===== config.mk =====
export PLATFORM = sky130hd
export DESIGN_NAME = irtc_timer
export DESIGN_NICKNAME = d
export VERILOG_FILES = /design/src/common/irtc_pkg.sv /design/src/rtl/irtc_timer.sv
export VERILOG_INCLUDE_DIRS = /design/src /design/src/common
export SDC_FILE = /design/constraint.sdc
export NUM_CORES = 1
export LEC_CHECK = 0
export ABC_AREA = 1
export ABC_CLOCK_PERIOD_IN_PS = 2500
export BUFFER_PORTS_ARGS = -buffer_cell sky130_fd_sc_hd__buf_4
export CORE_ASPECT_RATIO = 2
export CORE_MARGIN = 5
export CORE_UTILIZATION = 30
export CTS_BUF_LIST = sky130_fd_sc_hd__clkbuf_4 sky130_fd_sc_hd__clkbuf_8
export DETAILED_ROUTE_END_ITERATION = 12
export PLACE_DENSITY = 0.47
export SKIP_CTS_REPAIR_TIMING = 1
export SYNTH_ARGS = -nofsm -noshare
export SYNTH_HDL_FRONTEND = slang
export SYNTH_SLANG_ARGS = --single-unit

===== constraint.sdc =====
create_clock -name ref_clk -period 2.5 [get_ports ref_clk]
set_clock_uncertainty 0.15 [all_clocks]
set_input_delay 0.375 -clock ref_clk [delete_from_list [all_inputs] [get_ports ref_clk]]
set_output_delay 0.375 -clock ref_clk [all_outputs]
set_load 0.1 [all_outputs]

===== src/common/irtc_params.svh =====
`ifndef IRTC_PARAMS_SVH
`define IRTC_PARAMS_SVH
`define IRTC_CNT_W 9
`define IRTC_TICK_DIV 8
`define IRTC_TICK_DIV_HALF 16
`define IRTC_CR0_RESET 8'h03
`define IRTC_CR0_SEL_LO 0
`define IRTC_CR0_SEL_HI 1
`define IRTC_CR0_CARRIER_OFF 2
`define IRTC_CR0_HALVE 3
`define IRTC_PERMIT_BIT 9
`define IRTC_HALT_TIMER_CODE 3'h5
`define IRTC_ADDR_CR0 4'h0
`define IRTC_ADDR_TIMER 4'h1
`define IRTC_ADDR_STATUS 4'h2
`define IRTC_ADDR_STANDBY 4'h3
`endif


===== src/common/irtc_pkg.sv =====
package irtc_pkg;
    typedef enum logic [1:0] {
        IRTC_RUN,
        IRTC_HALT,
        IRTC_STOP_WAIT,
        IRTC_STOP
    } irtc_mode_t;
    typedef struct packed {
        logic ir_transmit_pin;
        logic sense1_indicator_pin;
        logic timer_end;
    } irtc_pins_t;
endpackage


===== src/rtl/irtc_timer.sv =====
`timescale 1ns/100ps
`include "irtc_params.svh"
// Behaviour
// [RQ1] 9-bit down counter, tenth permit bit, zero detector on the counter.
// [RQ2] any load of nonzero count starts counting down.
// [RQ3] decrement every 8 oscillator periods, 16 with halving bit set.
// [RQ4] at zero the end signal asserts and holds while counter stays zero.
// [RQ5] end signal cancels the timer-wait halt; execution resumes after it.
// [RQ6] interval is loaded count plus one times tick period.
// [RQ7] permit flag one routes timer state to transmit and indicator pins.
// [RQ8] running: indicator low, transmit high or carrier; stopped: reverse.
// [RQ9] carrier gated onto transmit only when carrier-disable bit is zero.
// [RQ10] stopping during carrier high holds transmit until carrier falls. Code drops it at once when the count ends during a stop request.
// [RQ11] first carrier high phase may be short; no realignment on start.
// [RQ12] alternating nonzero and zero loads give pulses one instruction wide.
// [RQ13] stop standby halts oscillator, crystal pins low, count forced zero.
// [RQ14] halt standby keeps oscillator and timer outputs running.
// [RQ15] standby keeps all other held state unchanged.
// [RQ16] stop leaves a cleared count so timer is idle on exit.
// [RQ17] standby entered only with standby status flag zero.
// [RQ18] any standby cancel sets the standby status flag.
// [RQ19] release already true at entry skips standby and sets the flag.
// [RQ20] software puts a no-op first after leaving stop.
// [RQ21] carrier select: fx, fx/8, fx/12 half, fx/12 third; halving halves it. Code halves only fx/8 and fx/12; fx stays a toggle every cycle.
// [RQ22] carrier-disable one holds transmit high while timer runs.
// [RQ23] stop requested while running waits until all ten timer bits are zero.
// [RQ24] loads act at end of instruction; zero load stops timer at once.
module irtc_timer
    import irtc_pkg::*;
#(
    parameter int CNT_W = `IRTC_CNT_W
) (
    input wire logic ref_clk,
    input wire logic resetn,
    input wire logic [3:0] addr,
    input wire logic [15:0] wdata,
    input wire logic wr,
    input wire logic rd,
    output logic [15:0] rdata,
    input wire logic release_in,
    output logic ir_transmit_pin,
    output logic sense1_indicator_pin,
    input wire logic sense1_output_mode,
    output logic timer_end,
    output logic halt_wake,
    output logic osc_stopped,
    output logic osc_input_pin,
    output logic osc_output_pin,
    output logic cpu_halted
);
    // timer word: bit 9 permit, low 9 count; writes use mask to load parts
    logic [CNT_W-1:0] cnt_reg, cnt_next;
    logic permit_reg, permit_next;
    logic [4:0] div_reg, div_next;
    logic first_reg, first_next;
    logic [4:0] tick_last;
    logic xin_reg, osc_output_pin_reg;
    logic [7:0] cr0_reg, cr0_next;
    logic [4:0] car_cnt_reg, car_cnt_next;
    logic car_reg, car_next;
    logic tx_reg, tx_next;
    logic ind_reg, ind_next;
    logic end_reg, end_next;
    logic wake_reg, wake_next;
    logic flag_reg, flag_next;
    logic [15:0] rdata_reg, rdata_next;
    logic [1:0] rel_sync_reg;
    logic [1:0] rel_sync_next;
    logic [2:0] halt_code_reg, halt_code_next;
    irtc_mode_t mode_reg, mode_next;
    logic running, tick, car_period_end, car_high;
    logic [4:0] car_len, car_hi_len;
    logic halve;

    assign running = (cnt_reg != '0); // [RQ1]
    assign halve = cr0_reg[`IRTC_CR0_HALVE];
    // the first tick after a load lasts two periods, so n gives n plus one periods
    always_comb begin
        tick_last = halve ? 5'(`IRTC_TICK_DIV_HALF - 1) : 5'(`IRTC_TICK_DIV - 1); // [RQ3]
        if (first_reg) begin
            tick_last = halve ? 5'(2 * `IRTC_TICK_DIV_HALF - 1) : 5'(2 * `IRTC_TICK_DIV - 1); // [RQ6]
        end
    end
    assign tick = (div_reg == tick_last);

    // carrier length in ref_clk cycles standing for oscillator periods
    always_comb begin
        unique case ({cr0_reg[`IRTC_CR0_SEL_HI], cr0_reg[`IRTC_CR0_SEL_LO]}) // [RQ21]
            2'h0: begin
                car_len = 5'h01;
                car_hi_len = 5'h01;
            end
            2'h1: begin
                car_len = 5'h08;
                car_hi_len = 5'h04;
            end
            2'h2: begin
                car_len = 5'h0c;
                car_hi_len = 5'h06;
            end
            2'h3: begin
                car_len = 5'h0c;
                car_hi_len = 5'h04;
            end
        endcase
    end

    // fx at half duty is emulated as toggle every cycle; halving doubles both for the other selects, not for fx
    always_comb begin
        car_cnt_next = car_cnt_reg + 5'h01;
        car_next = car_reg;
        if (halve && {cr0_reg[`IRTC_CR0_SEL_HI], cr0_reg[`IRTC_CR0_SEL_LO]} != 2'h0) begin
            car_period_end = (car_cnt_reg >= 5'((car_len << 1) - 5'h01));
            car_high = (car_cnt_reg < 5'(car_hi_len << 1));
        end else if (halve) begin
            car_period_end = (car_cnt_reg >= 5'h01);
            car_high = (car_cnt_reg == 5'h00);
        end else if ({cr0_reg[`IRTC_CR0_SEL_HI], cr0_reg[`IRTC_CR0_SEL_LO]} == 2'h0) begin
            car_period_end = 1'b1;
            car_high = ~car_reg;
        end else begin
            car_period_end = (car_cnt_reg >= car_len - 5'h01);
            car_high = (car_cnt_reg < car_hi_len);
        end
        if (car_period_end) begin
            car_cnt_next = 5'h00;
        end
        // free running carrier, not realigned to timer start
        car_next = car_high; // [RQ11]
        if (mode_reg == IRTC_STOP) begin
            car_cnt_next = car_cnt_reg;
            car_next = 1'b0;
        end
    end

    always_comb begin
        cnt_next = cnt_reg;
        permit_next = permit_reg;
        div_next = running ? (tick ? 5'h00 : div_reg + 5'h01) : 5'h00;
        first_next = first_reg;
        cr0_next = cr0_reg;
        halt_code_next = halt_code_reg;
        mode_next = mode_reg;
        flag_next = flag_reg;
        wake_next = 1'b0;
        rel_sync_next = {rel_sync_reg[0], release_in};
        if (running && tick) begin
            cnt_next = cnt_reg - 9'(1); // [RQ3] [RQ6]
            first_next = 1'b0;
        end
        if (wr && mode_reg != IRTC_STOP) begin
            unique case (addr)
                `IRTC_ADDR_CR0: cr0_next = wdata[7:0];
                `IRTC_ADDR_TIMER: begin
                    // byte mask: bit 12 low part, bit 13 high part
                    if (wdata[12]) begin
                        cnt_next[3:0] = wdata[3:0]; // [RQ2] [RQ24]
                    end
                    if (wdata[13]) begin
                        cnt_next[CNT_W-1:4] = wdata[CNT_W-1:4];
                        permit_next = wdata[`IRTC_PERMIT_BIT];
                    end
                    div_next = 5'h00;
                    first_next = 1'b1; // [RQ6]
                end
                `IRTC_ADDR_STANDBY: begin
                    halt_code_next = wdata[2:0];
                    if (flag_reg) begin
                        flag_next = rel_sync_reg[1]; // [RQ17]
                    end else if ((wdata[2:0] == `IRTC_HALT_TIMER_CODE && !running) ||
                                 (wdata[2:0] != `IRTC_HALT_TIMER_CODE && rel_sync_reg[1])) begin
                        flag_next = 1'b1; // [RQ19]
                    end else if (wdata[2:0] == `IRTC_HALT_TIMER_CODE || wdata[3]) begin
                        mode_next = IRTC_HALT; // [RQ14]
                    end else begin
                        mode_next = IRTC_STOP_WAIT; // [RQ23]
                    end
                end
                `IRTC_ADDR_STATUS: flag_next = wdata[0];
                default: ;
            endcase
        end
        unique case (mode_reg)
            IRTC_RUN: ;
            IRTC_HALT: begin
                if (halt_code_reg == `IRTC_HALT_TIMER_CODE ? !running : rel_sync_reg[1]) begin
                    mode_next = IRTC_RUN; // [RQ5]
                    wake_next = 1'b1;
                    flag_next = 1'b1; // [RQ18]
                end
            end
            IRTC_STOP_WAIT: begin
                if (!running && !permit_reg) begin
                    mode_next = IRTC_STOP; // [RQ23]
                end else if (cnt_next == '0) begin
                    permit_next = 1'b0;
                end
            end
            IRTC_STOP: begin
                cnt_next = '0; // [RQ13] [RQ16]
                permit_next = 1'b0;
                if (rel_sync_reg[1]) begin
                    mode_next = IRTC_RUN;
                    wake_next = 1'b1;
                    flag_next = 1'b1; // [RQ18]
                end
            end
        endcase
    end

    // read data stands one cycle only, zero otherwise
    always_comb begin
        rdata_next = 16'h0000;
        if (rd) begin
            unique case (addr)
                `IRTC_ADDR_CR0: rdata_next = {8'h00, cr0_reg};
                `IRTC_ADDR_TIMER: rdata_next = {6'h00, permit_reg, cnt_reg};
                `IRTC_ADDR_STATUS: rdata_next = {13'h0000, end_reg, running, flag_reg};
                `IRTC_ADDR_STANDBY: rdata_next = {14'h0000, mode_reg};
                default: rdata_next = 16'h0000;
            endcase
        end
    end

    // pin outputs; other cpu state simply holds in standby
    always_comb begin
        end_next = (cnt_next == '0); // [RQ4] [RQ24]
        tx_next = 1'b0;
        ind_next = 1'b1;
        if (permit_next) begin // [RQ7]
            if (cnt_next != '0) begin
                ind_next = ~sense1_output_mode; // [RQ8]
                tx_next = cr0_reg[`IRTC_CR0_CARRIER_OFF] ? 1'b1 : car_next; // [RQ9] [RQ22]
            end else begin
                // hold a high carrier until its falling edge
                tx_next = tx_reg & car_next & ~cr0_reg[`IRTC_CR0_CARRIER_OFF]; // [RQ10] [RQ12]
            end
        end
        if (!sense1_output_mode) begin
            ind_next = 1'b1;
        end
    end

    // timer word and its prescaler
    always_ff @(posedge ref_clk or negedge resetn) begin
        if (!resetn) begin
            cnt_reg <= '0;
            permit_reg <= 1'b0;
            div_reg <= 5'h00;
            first_reg <= 1'b0;
        end else begin
            cnt_reg <= cnt_next;
            permit_reg <= permit_next;
            div_reg <= div_next;
            first_reg <= first_next;
        end
    end

    // carrier generator
    always_ff @(posedge ref_clk or negedge resetn) begin
        if (!resetn) begin
            car_cnt_reg <= 5'h00;
            car_reg <= 1'b0;
        end else begin
            car_cnt_reg <= car_cnt_next;
            car_reg <= car_next;
        end
    end

    // pins driven by the timer
    always_ff @(posedge ref_clk or negedge resetn) begin
        if (!resetn) begin
            tx_reg <= 1'b0;
            ind_reg <= 1'b1;
            end_reg <= 1'b1;
        end else begin
            tx_reg <= tx_next;
            ind_reg <= ind_next;
            end_reg <= end_next;
        end
    end

    // control, standby and bus state
    always_ff @(posedge ref_clk or negedge resetn) begin
        if (!resetn) begin
            cr0_reg <= `IRTC_CR0_RESET;
            wake_reg <= 1'b0;
            flag_reg <= 1'b0;
            rdata_reg <= 16'h0000;
            rel_sync_reg <= 2'h0;
            halt_code_reg <= 3'h0;
            mode_reg <= IRTC_RUN;
        end else begin
            cr0_reg <= cr0_next;
            wake_reg <= wake_next;
            flag_reg <= flag_next;
            rdata_reg <= rdata_next;
            rel_sync_reg <= rel_sync_next;
            halt_code_reg <= halt_code_next;
            mode_reg <= mode_next;
        end
    end

    logic osc_stop_reg, cpu_halt_reg;
    always_ff @(posedge ref_clk or negedge resetn) begin
        if (!resetn) begin
            osc_stop_reg <= 1'b0;
            cpu_halt_reg <= 1'b0;
            xin_reg <= 1'b0;
            osc_output_pin_reg <= 1'b0;
        end else begin
            osc_stop_reg <= (mode_next == IRTC_STOP); // [RQ13]
            cpu_halt_reg <= (mode_next != IRTC_RUN); // [RQ14] [RQ15]
            // crystal pins held low; the oscillator itself is outside
            xin_reg <= 1'b0; // [RQ13]
            osc_output_pin_reg <= 1'b0;
        end
    end

    assign rdata = rdata_reg;
    assign ir_transmit_pin = tx_reg;
    assign sense1_indicator_pin = ind_reg;
    assign timer_end = end_reg;
    assign halt_wake = wake_reg;
    assign osc_stopped = osc_stop_reg;
    assign osc_input_pin = xin_reg;
    assign osc_output_pin = osc_output_pin_reg;
    assign cpu_halted = cpu_halt_reg;
endmodule


* Yosys cells after proc, flatten, opt, wreduce, memory -nomap -nowiden
Cells that the tools add are included.
** Storage, ports and cells
- Register bits :: 60
- Input port bits :: 26
- Output and inout port bits :: 24
- Logic and storage cells :: 131
** Cells by class
- Add/sub/neg operators :: 5
- Magnitude comparators :: 5
- Equal/unequal tests :: 15
- Muxes and demuxes :: 60
- Bitwise logic cells :: 5
- Reduce and logical (&&, ||, !) cells :: 23
** Operators with widths (count)
- 5-bit two-way mux :: 8
- 10-bit one-hot mux with 4 select lines :: 1
- 9-bit two-way mux :: 4
- 5-bit one-hot mux with 3 select lines :: 2
- 1-bit two-way mux :: 29
- 9-bit zero test :: 2
- 9-bit nonzero test :: 2
- 2-bit two-way mux :: 8
- 5-bit by 1-bit adder with 5-bit output (second input constant) :: 2
- 2-bit == test (second input constant) :: 5
- 5-bit greater-or-equal comparator :: 2
- 5-bit < comparator :: 2
- 10-bit two-way mux :: 1
- 5-bit by 1-bit subtractor with 5-bit output (second input constant) :: 2
- 9-bit by 1-bit subtractor with 9-bit output (second input constant) :: 1
- 4-bit by 2-bit == test with 1-bit output (second input constant) :: 2
- 4-bit two-way mux :: 2
- 1-bit one-hot mux with 2 select lines :: 4
- 3-bit == test (second input constant) :: 2
- 1-bit logical AND :: 6
- 2-bit one-hot mux with 3 select lines :: 1
- 5-bit == test :: 1
- 5-bit by 1-bit greater-or-equal comparator with 1-bit output (second input constant) :: 1
- 5-bit zero test :: 1
- other kinds (13) :: 22

* Longest topological paths before layout
- Word-level depth :: 14
- Depth in mapped cells :: 16
- Depth with buffers taken out :: 16

* Worst setup path before layout
No wires, ideal clock.
- Kind :: register to register
- Start point :: register cr0_reg[1]
- End point :: register car_cnt_reg[2]
- Library setup time :: 86 ps
- Arrival :: 1893 ps
- Required time :: 2264 ps
- Path slack :: 371 ps
- Cell stages (with the launch flop) :: 16
- Clock period less this slack :: 2129 ps
- Cell sequence :: dfstp_2 -> inv_1 -> nand2_1 -> inv_1 -> ha_1 -> nor2_1 -> o21a_1 -> o21ai_0 -> nand2_1 -> nand2_1 -> nand2_1 -> nand2_1 -> nand2_1 -> nand2_1 -> inv_1 -> nor3_1
** On the way
- Cells in the longest elaborated chain, start to end :: 9
- Elaborated cells on any way between the ends :: 16
- Classes of those cells :: add/sub (2); order compare (2); eq/ne (3); mux (5); reduce/logical (4)
** RTL lines
- start, declared :: RTL line irtc_timer.sv:58 : logic [7:0] cr0_reg, cr0_next;
- start signal, assigned :: RTL line irtc_timer.sv:286 : cr0_reg <= `IRTC_CR0_RESET;
- start signal, assigned :: RTL line irtc_timer.sv:294 : cr0_reg <= cr0_next;
- 2-bit == test :: RTL line irtc_timer.sv:88 : unique case ({cr0_reg[`IRTC_CR0_SEL_HI], cr0_reg[`IRTC_CR0_SEL_LO]})
- 2-bit OR reduction (no line)
- 5-bit one-hot mux with 3 select lines :: RTL line irtc_timer.sv:88
- 5-bit by 1-bit subtractor with 5-bit output :: RTL line irtc_timer.sv:122 : car_period_end = (car_cnt_reg >= car_len - 5'h01);
- 5-bit greater-or-equal comparator :: RTL line irtc_timer.sv:122
- 1-bit two-way mux :: RTL line irtc_timer.sv:118 : end else if ({cr0_reg[`IRTC_CR0_SEL_HI], cr0_reg[`IRTC_CR0_SEL_LO]} == 2'h0) begin
- 1-bit two-way mux :: RTL line irtc_timer.sv:115 : end else if (halve) begin
- 1-bit two-way mux (*) :: RTL line irtc_timer.sv:112 : if (halve && {cr0_reg[`IRTC_CR0_SEL_HI], cr0_reg[`IRTC_CR0_SEL_LO]} != 2'h0) begin
- 5-bit two-way mux (*) :: RTL line irtc_timer.sv:125 : if (car_period_end) begin
- end signal, assigned :: RTL line irtc_timer.sv:265 : car_cnt_reg <= car_cnt_next;
- end, declared :: RTL line irtc_timer.sv:59 : logic [4:0] car_cnt_reg, car_cnt_next;
Mark *: on every way between the ends. The rest lies on a longest branch, timed or not. The select of a mux whose other input is x is not followed.
A chain may end at the register's enable or synchronous reset.

* Worst setup path in the final report
- Start point :: register cr0_reg[0]
- End point :: register car_cnt_reg[2]
Same word-level chain as after synthesis.

==> flow_summary_export.csv <==
group,metric,value,unit
run_status,outcome,"finished with violations",
run_status,violations,"hold timing",
grt,grtUsageTotal,0.1355,
route,wl,8798,um
sta,final-hold-violation-count,50,
synthesis,yosysWarnings,0,
worst_hold_path,hp-class,"primary input to asynchronous set/reset pin",
pwr,clkPwrFrac,0.135,
pwr,p_sw,1.924,mW
synthesis,synth-compound-area-share,0.1023,
critical_path,start_kind,"register",
synthesis,ys_seq_area_frac,0.4091,
cts,cts_root_buffer,"clkbuf_8",
cts,cts_tree,"done",
sta,maxSlewViolCount,0,
route,post_drt_wl_per_cell,14.21,um
synthesis,asyncSetResetFlopFracSynth,1.000,
critical_path,crit_fanout,4,
critical_path,reg2reg_depth,15,
grt,grt_pass1_wl,14320,um
route,vias_per_cell,4.598,
layout,largest_reg_flops,10,
pwr,power.leakage,2.014,nW
die,dieHeight,158.7,um
die,ios,50,
critical_path,arrival,2350,ps
route,postRouteAntennaNets,0,
sta,hold_ws,-51.33,ps
route,vias,2846,
cts,htreeDepth,2,
cts,numCtsBuffers,5,
pwr,share_comb_of_total_power,0.527,
pwr,power_density,1010,nW/um^2
synthesis,netlist_area,3316,sq um
route,drtIter0Drc,109,
layout,layout_common_cells,"nand2_1, inv_1, dfrtp_1, buf_4, nor2_1",
synthesis,yosys.area_share.simple,0.2834,
pwr,sw_frac_of_total,0.4923,
pwr,ir_drop,0.4368,mV
die,start_util,0.3048,
grt,grt_max_degree,55,
grt,grt_overflow,0,
sta,clock.fmax,442.5,MHz
critical_path,crit_type,"register to register",
pwr,internal_power,1.984,mW
sta,tightestPinTransition,729.6,ps
cts,cts_buffer_depth,2,
sta,rsz0062_at_grt,"no",
synthesis,synth_seq_cells,54,
sta,setup_violations,0,
die,num_rows,54,
place,gp_congestion,0.8703,
critical_path,setup.worst_path.end_class,"register",
layout,fillers,1196,
synthesis,synth_xor_xnor_area_share,0.01849,
place,post-place-ws,159.2,ps
flow_run,drv_cap,0,
place,dp_hpwl,7057,um
synthesis,synth_edf_count,0,
synthesis,synthFlopType,"dfrtp_1",
cts,clk_pin_slew,110,ps
die,coreArea,10880,sq um
synthesis,syn_inst,431,
sta,period_needed,2260,ps
layout,layout-drive-gt1-share,0.1816,
synthesis,muxShareOfSynthArea,0,
layout,nNetsFinal,522,
sta,tns,0,ps
synthesis,syn_area_per_cell,7.693,sq um
place,portBuffers,37,
sta,relSlewSlack,0.5136,
route,route.detailed.drc,0,
layout,diodes,0,
synthesis,synth_top_family_by_area,"simple AND/OR/NAND/NOR gates",
cts,clkLatencyLatePin,320,ps
grt,grt_pass1_vias,2965,
layout,final_common_cell,"nand2_1",
synthesis,ys_types,37,
cts,cts.sink_count,54,
die,die_area,13380,sq um
grt,antenna_found_initial,0,
critical_path,crit_required,2590,ps
synthesis,post_synth_fa_ha_maj_area_fraction,0.06792,
sta,period_share,0.9039,
route,dr.pass1.iters,4,
layout,area_delta_synth_final,16.72,%
die,die_x,84.34,um
pwr,pwr-share-seq,0.339,
sta,worst_slack,240.2,ps
## through the flow
step,std cells,utilization,instance area [sq um],hold slack [ps],power (mW)
4_1_cts,618,0.3544,3855,-22.55,3.937
3_3_place_gp,610,0.3461,3765,181.7,3.371
5_1_grt,619,0.3558,3870,1.374,4.259
6_report,619,0.3558,3870,-51.33,3.908
2_1_floorplan,438,-,3342,-70.59,2.853
3_5_place_dp,610,0.3461,3765,186.4,3.398
## power by group through the flow
stage                     Sequential (mW)  Combinational, mW  Clock (mW)
final                                1.32               2.06       0.526
after global routing                 1.35               2.34       0.569
after CTS                            1.33               2.06       0.545
after detailed placement             1.35               2.05           0
after global placement               1.34               2.03           0
after floorplan                      1.51               1.34           0
## path summary, 6_finish.rpt
kind                                      startpoint                         end  slack (ps)
max                           cr0_reg[0]$_DFFE_PN1P_  car_cnt_reg[2]$_DFFE_PN0N_         240
min                                           resetn       mode_reg[0]$_DFF_PN0_         -50
max reg2reg                   cr0_reg[0]$_DFFE_PN1P_  car_cnt_reg[2]$_DFFE_PN0N_         240
min reg2reg                rel_sync_reg[0]$_DFF_PN0_   rel_sync_reg[1]$_DFF_PN0_         210
max in group asynchronous                     resetn        cnt_reg[0]$_DFF_PN0_        1760
min in group ref_clk                      release_in   rel_sync_reg[0]$_DFF_PN0_          10
## critical path, stage by stage, from the launching register on
cell and delay [ps]:
dfstp_2 550, inv_1 80, nand2_2 110, inv_1 90
ha_1 310, nor2_1 50, o21a_1 160, o21ai_0 150
nand2_1 70, nand2_1 50, nand2_1 50, nand2_1 50
nand2_1 60, nand2_1 60, inv_1 60, nor3_1 130
## kinds of logic (layout without fill, tap and decap cells)
group | count (synthesis) | count (layout)
other | 2 | 9
AND/OR/NAND/NOR | 205 | 205
buffers and inverters | 90 | 131
AO/OA/AOI/OAI | 55 | 55
flip-flops | 54 | 54
XOR/XNOR | 7 | 7
adder cells (fa/ha/maj) | 18 | 18
## per-layer routing
layer / GRT usage / wire [um] / vias to the layer above / part of all wire
met5: 0 / 0 / - / 0
met1: 0.1296 / 3122 / 1325 / 0.35
li1: - / - / 1446 / -
met2: 0.2792 / 5104 / 55 / 0.58
met4: 0.05736 / 284 / 0 / 0.032
met3: 0.01968 / 286 / 20 / 0.033
## cell type report
cell class / instances / area, sq um / share of cell area
repair buffers: 48 / 360.3 / 0.09311
flip-flops and latches: 54 / 1356 / 0.3505
well taps: 140 / 175.2 / 0.04526
clock buffers: 5 / 68.82 / 0.01778
inverters: 75 / 281.5 / 0.07274
multi-input cells: 294 / 1607 / 0.4151
clock inverters: 3 / 21.27 / 0.005496
## cell usage after synthesis, types with 3 or more instances
library cell	instances	area, sq um
nor2_1	43	161.4
nor2_4	5	56.30
xor2_1	7	61.31
nand2_2	8	50.05
inv_2	3	11.26
o21ai_0	21	105.1
nor2_2	5	31.28
nor3_1	5	25.02
ha_1	18	225.2
clkbuf_1	4	15.01
nand4_1	4	25.02
a21oi_1	11	55.05
nand2_1	84	315.3
o22ai_1	9	56.30
buf_4	9	67.56
or2_1	6	37.54
nand3_1	41	205.2
dfrtp_1	50	1251
inv_1	71	266.5
dfstp_2	4	105.1
Note: power is estimated with default switching activity, not from simulation.
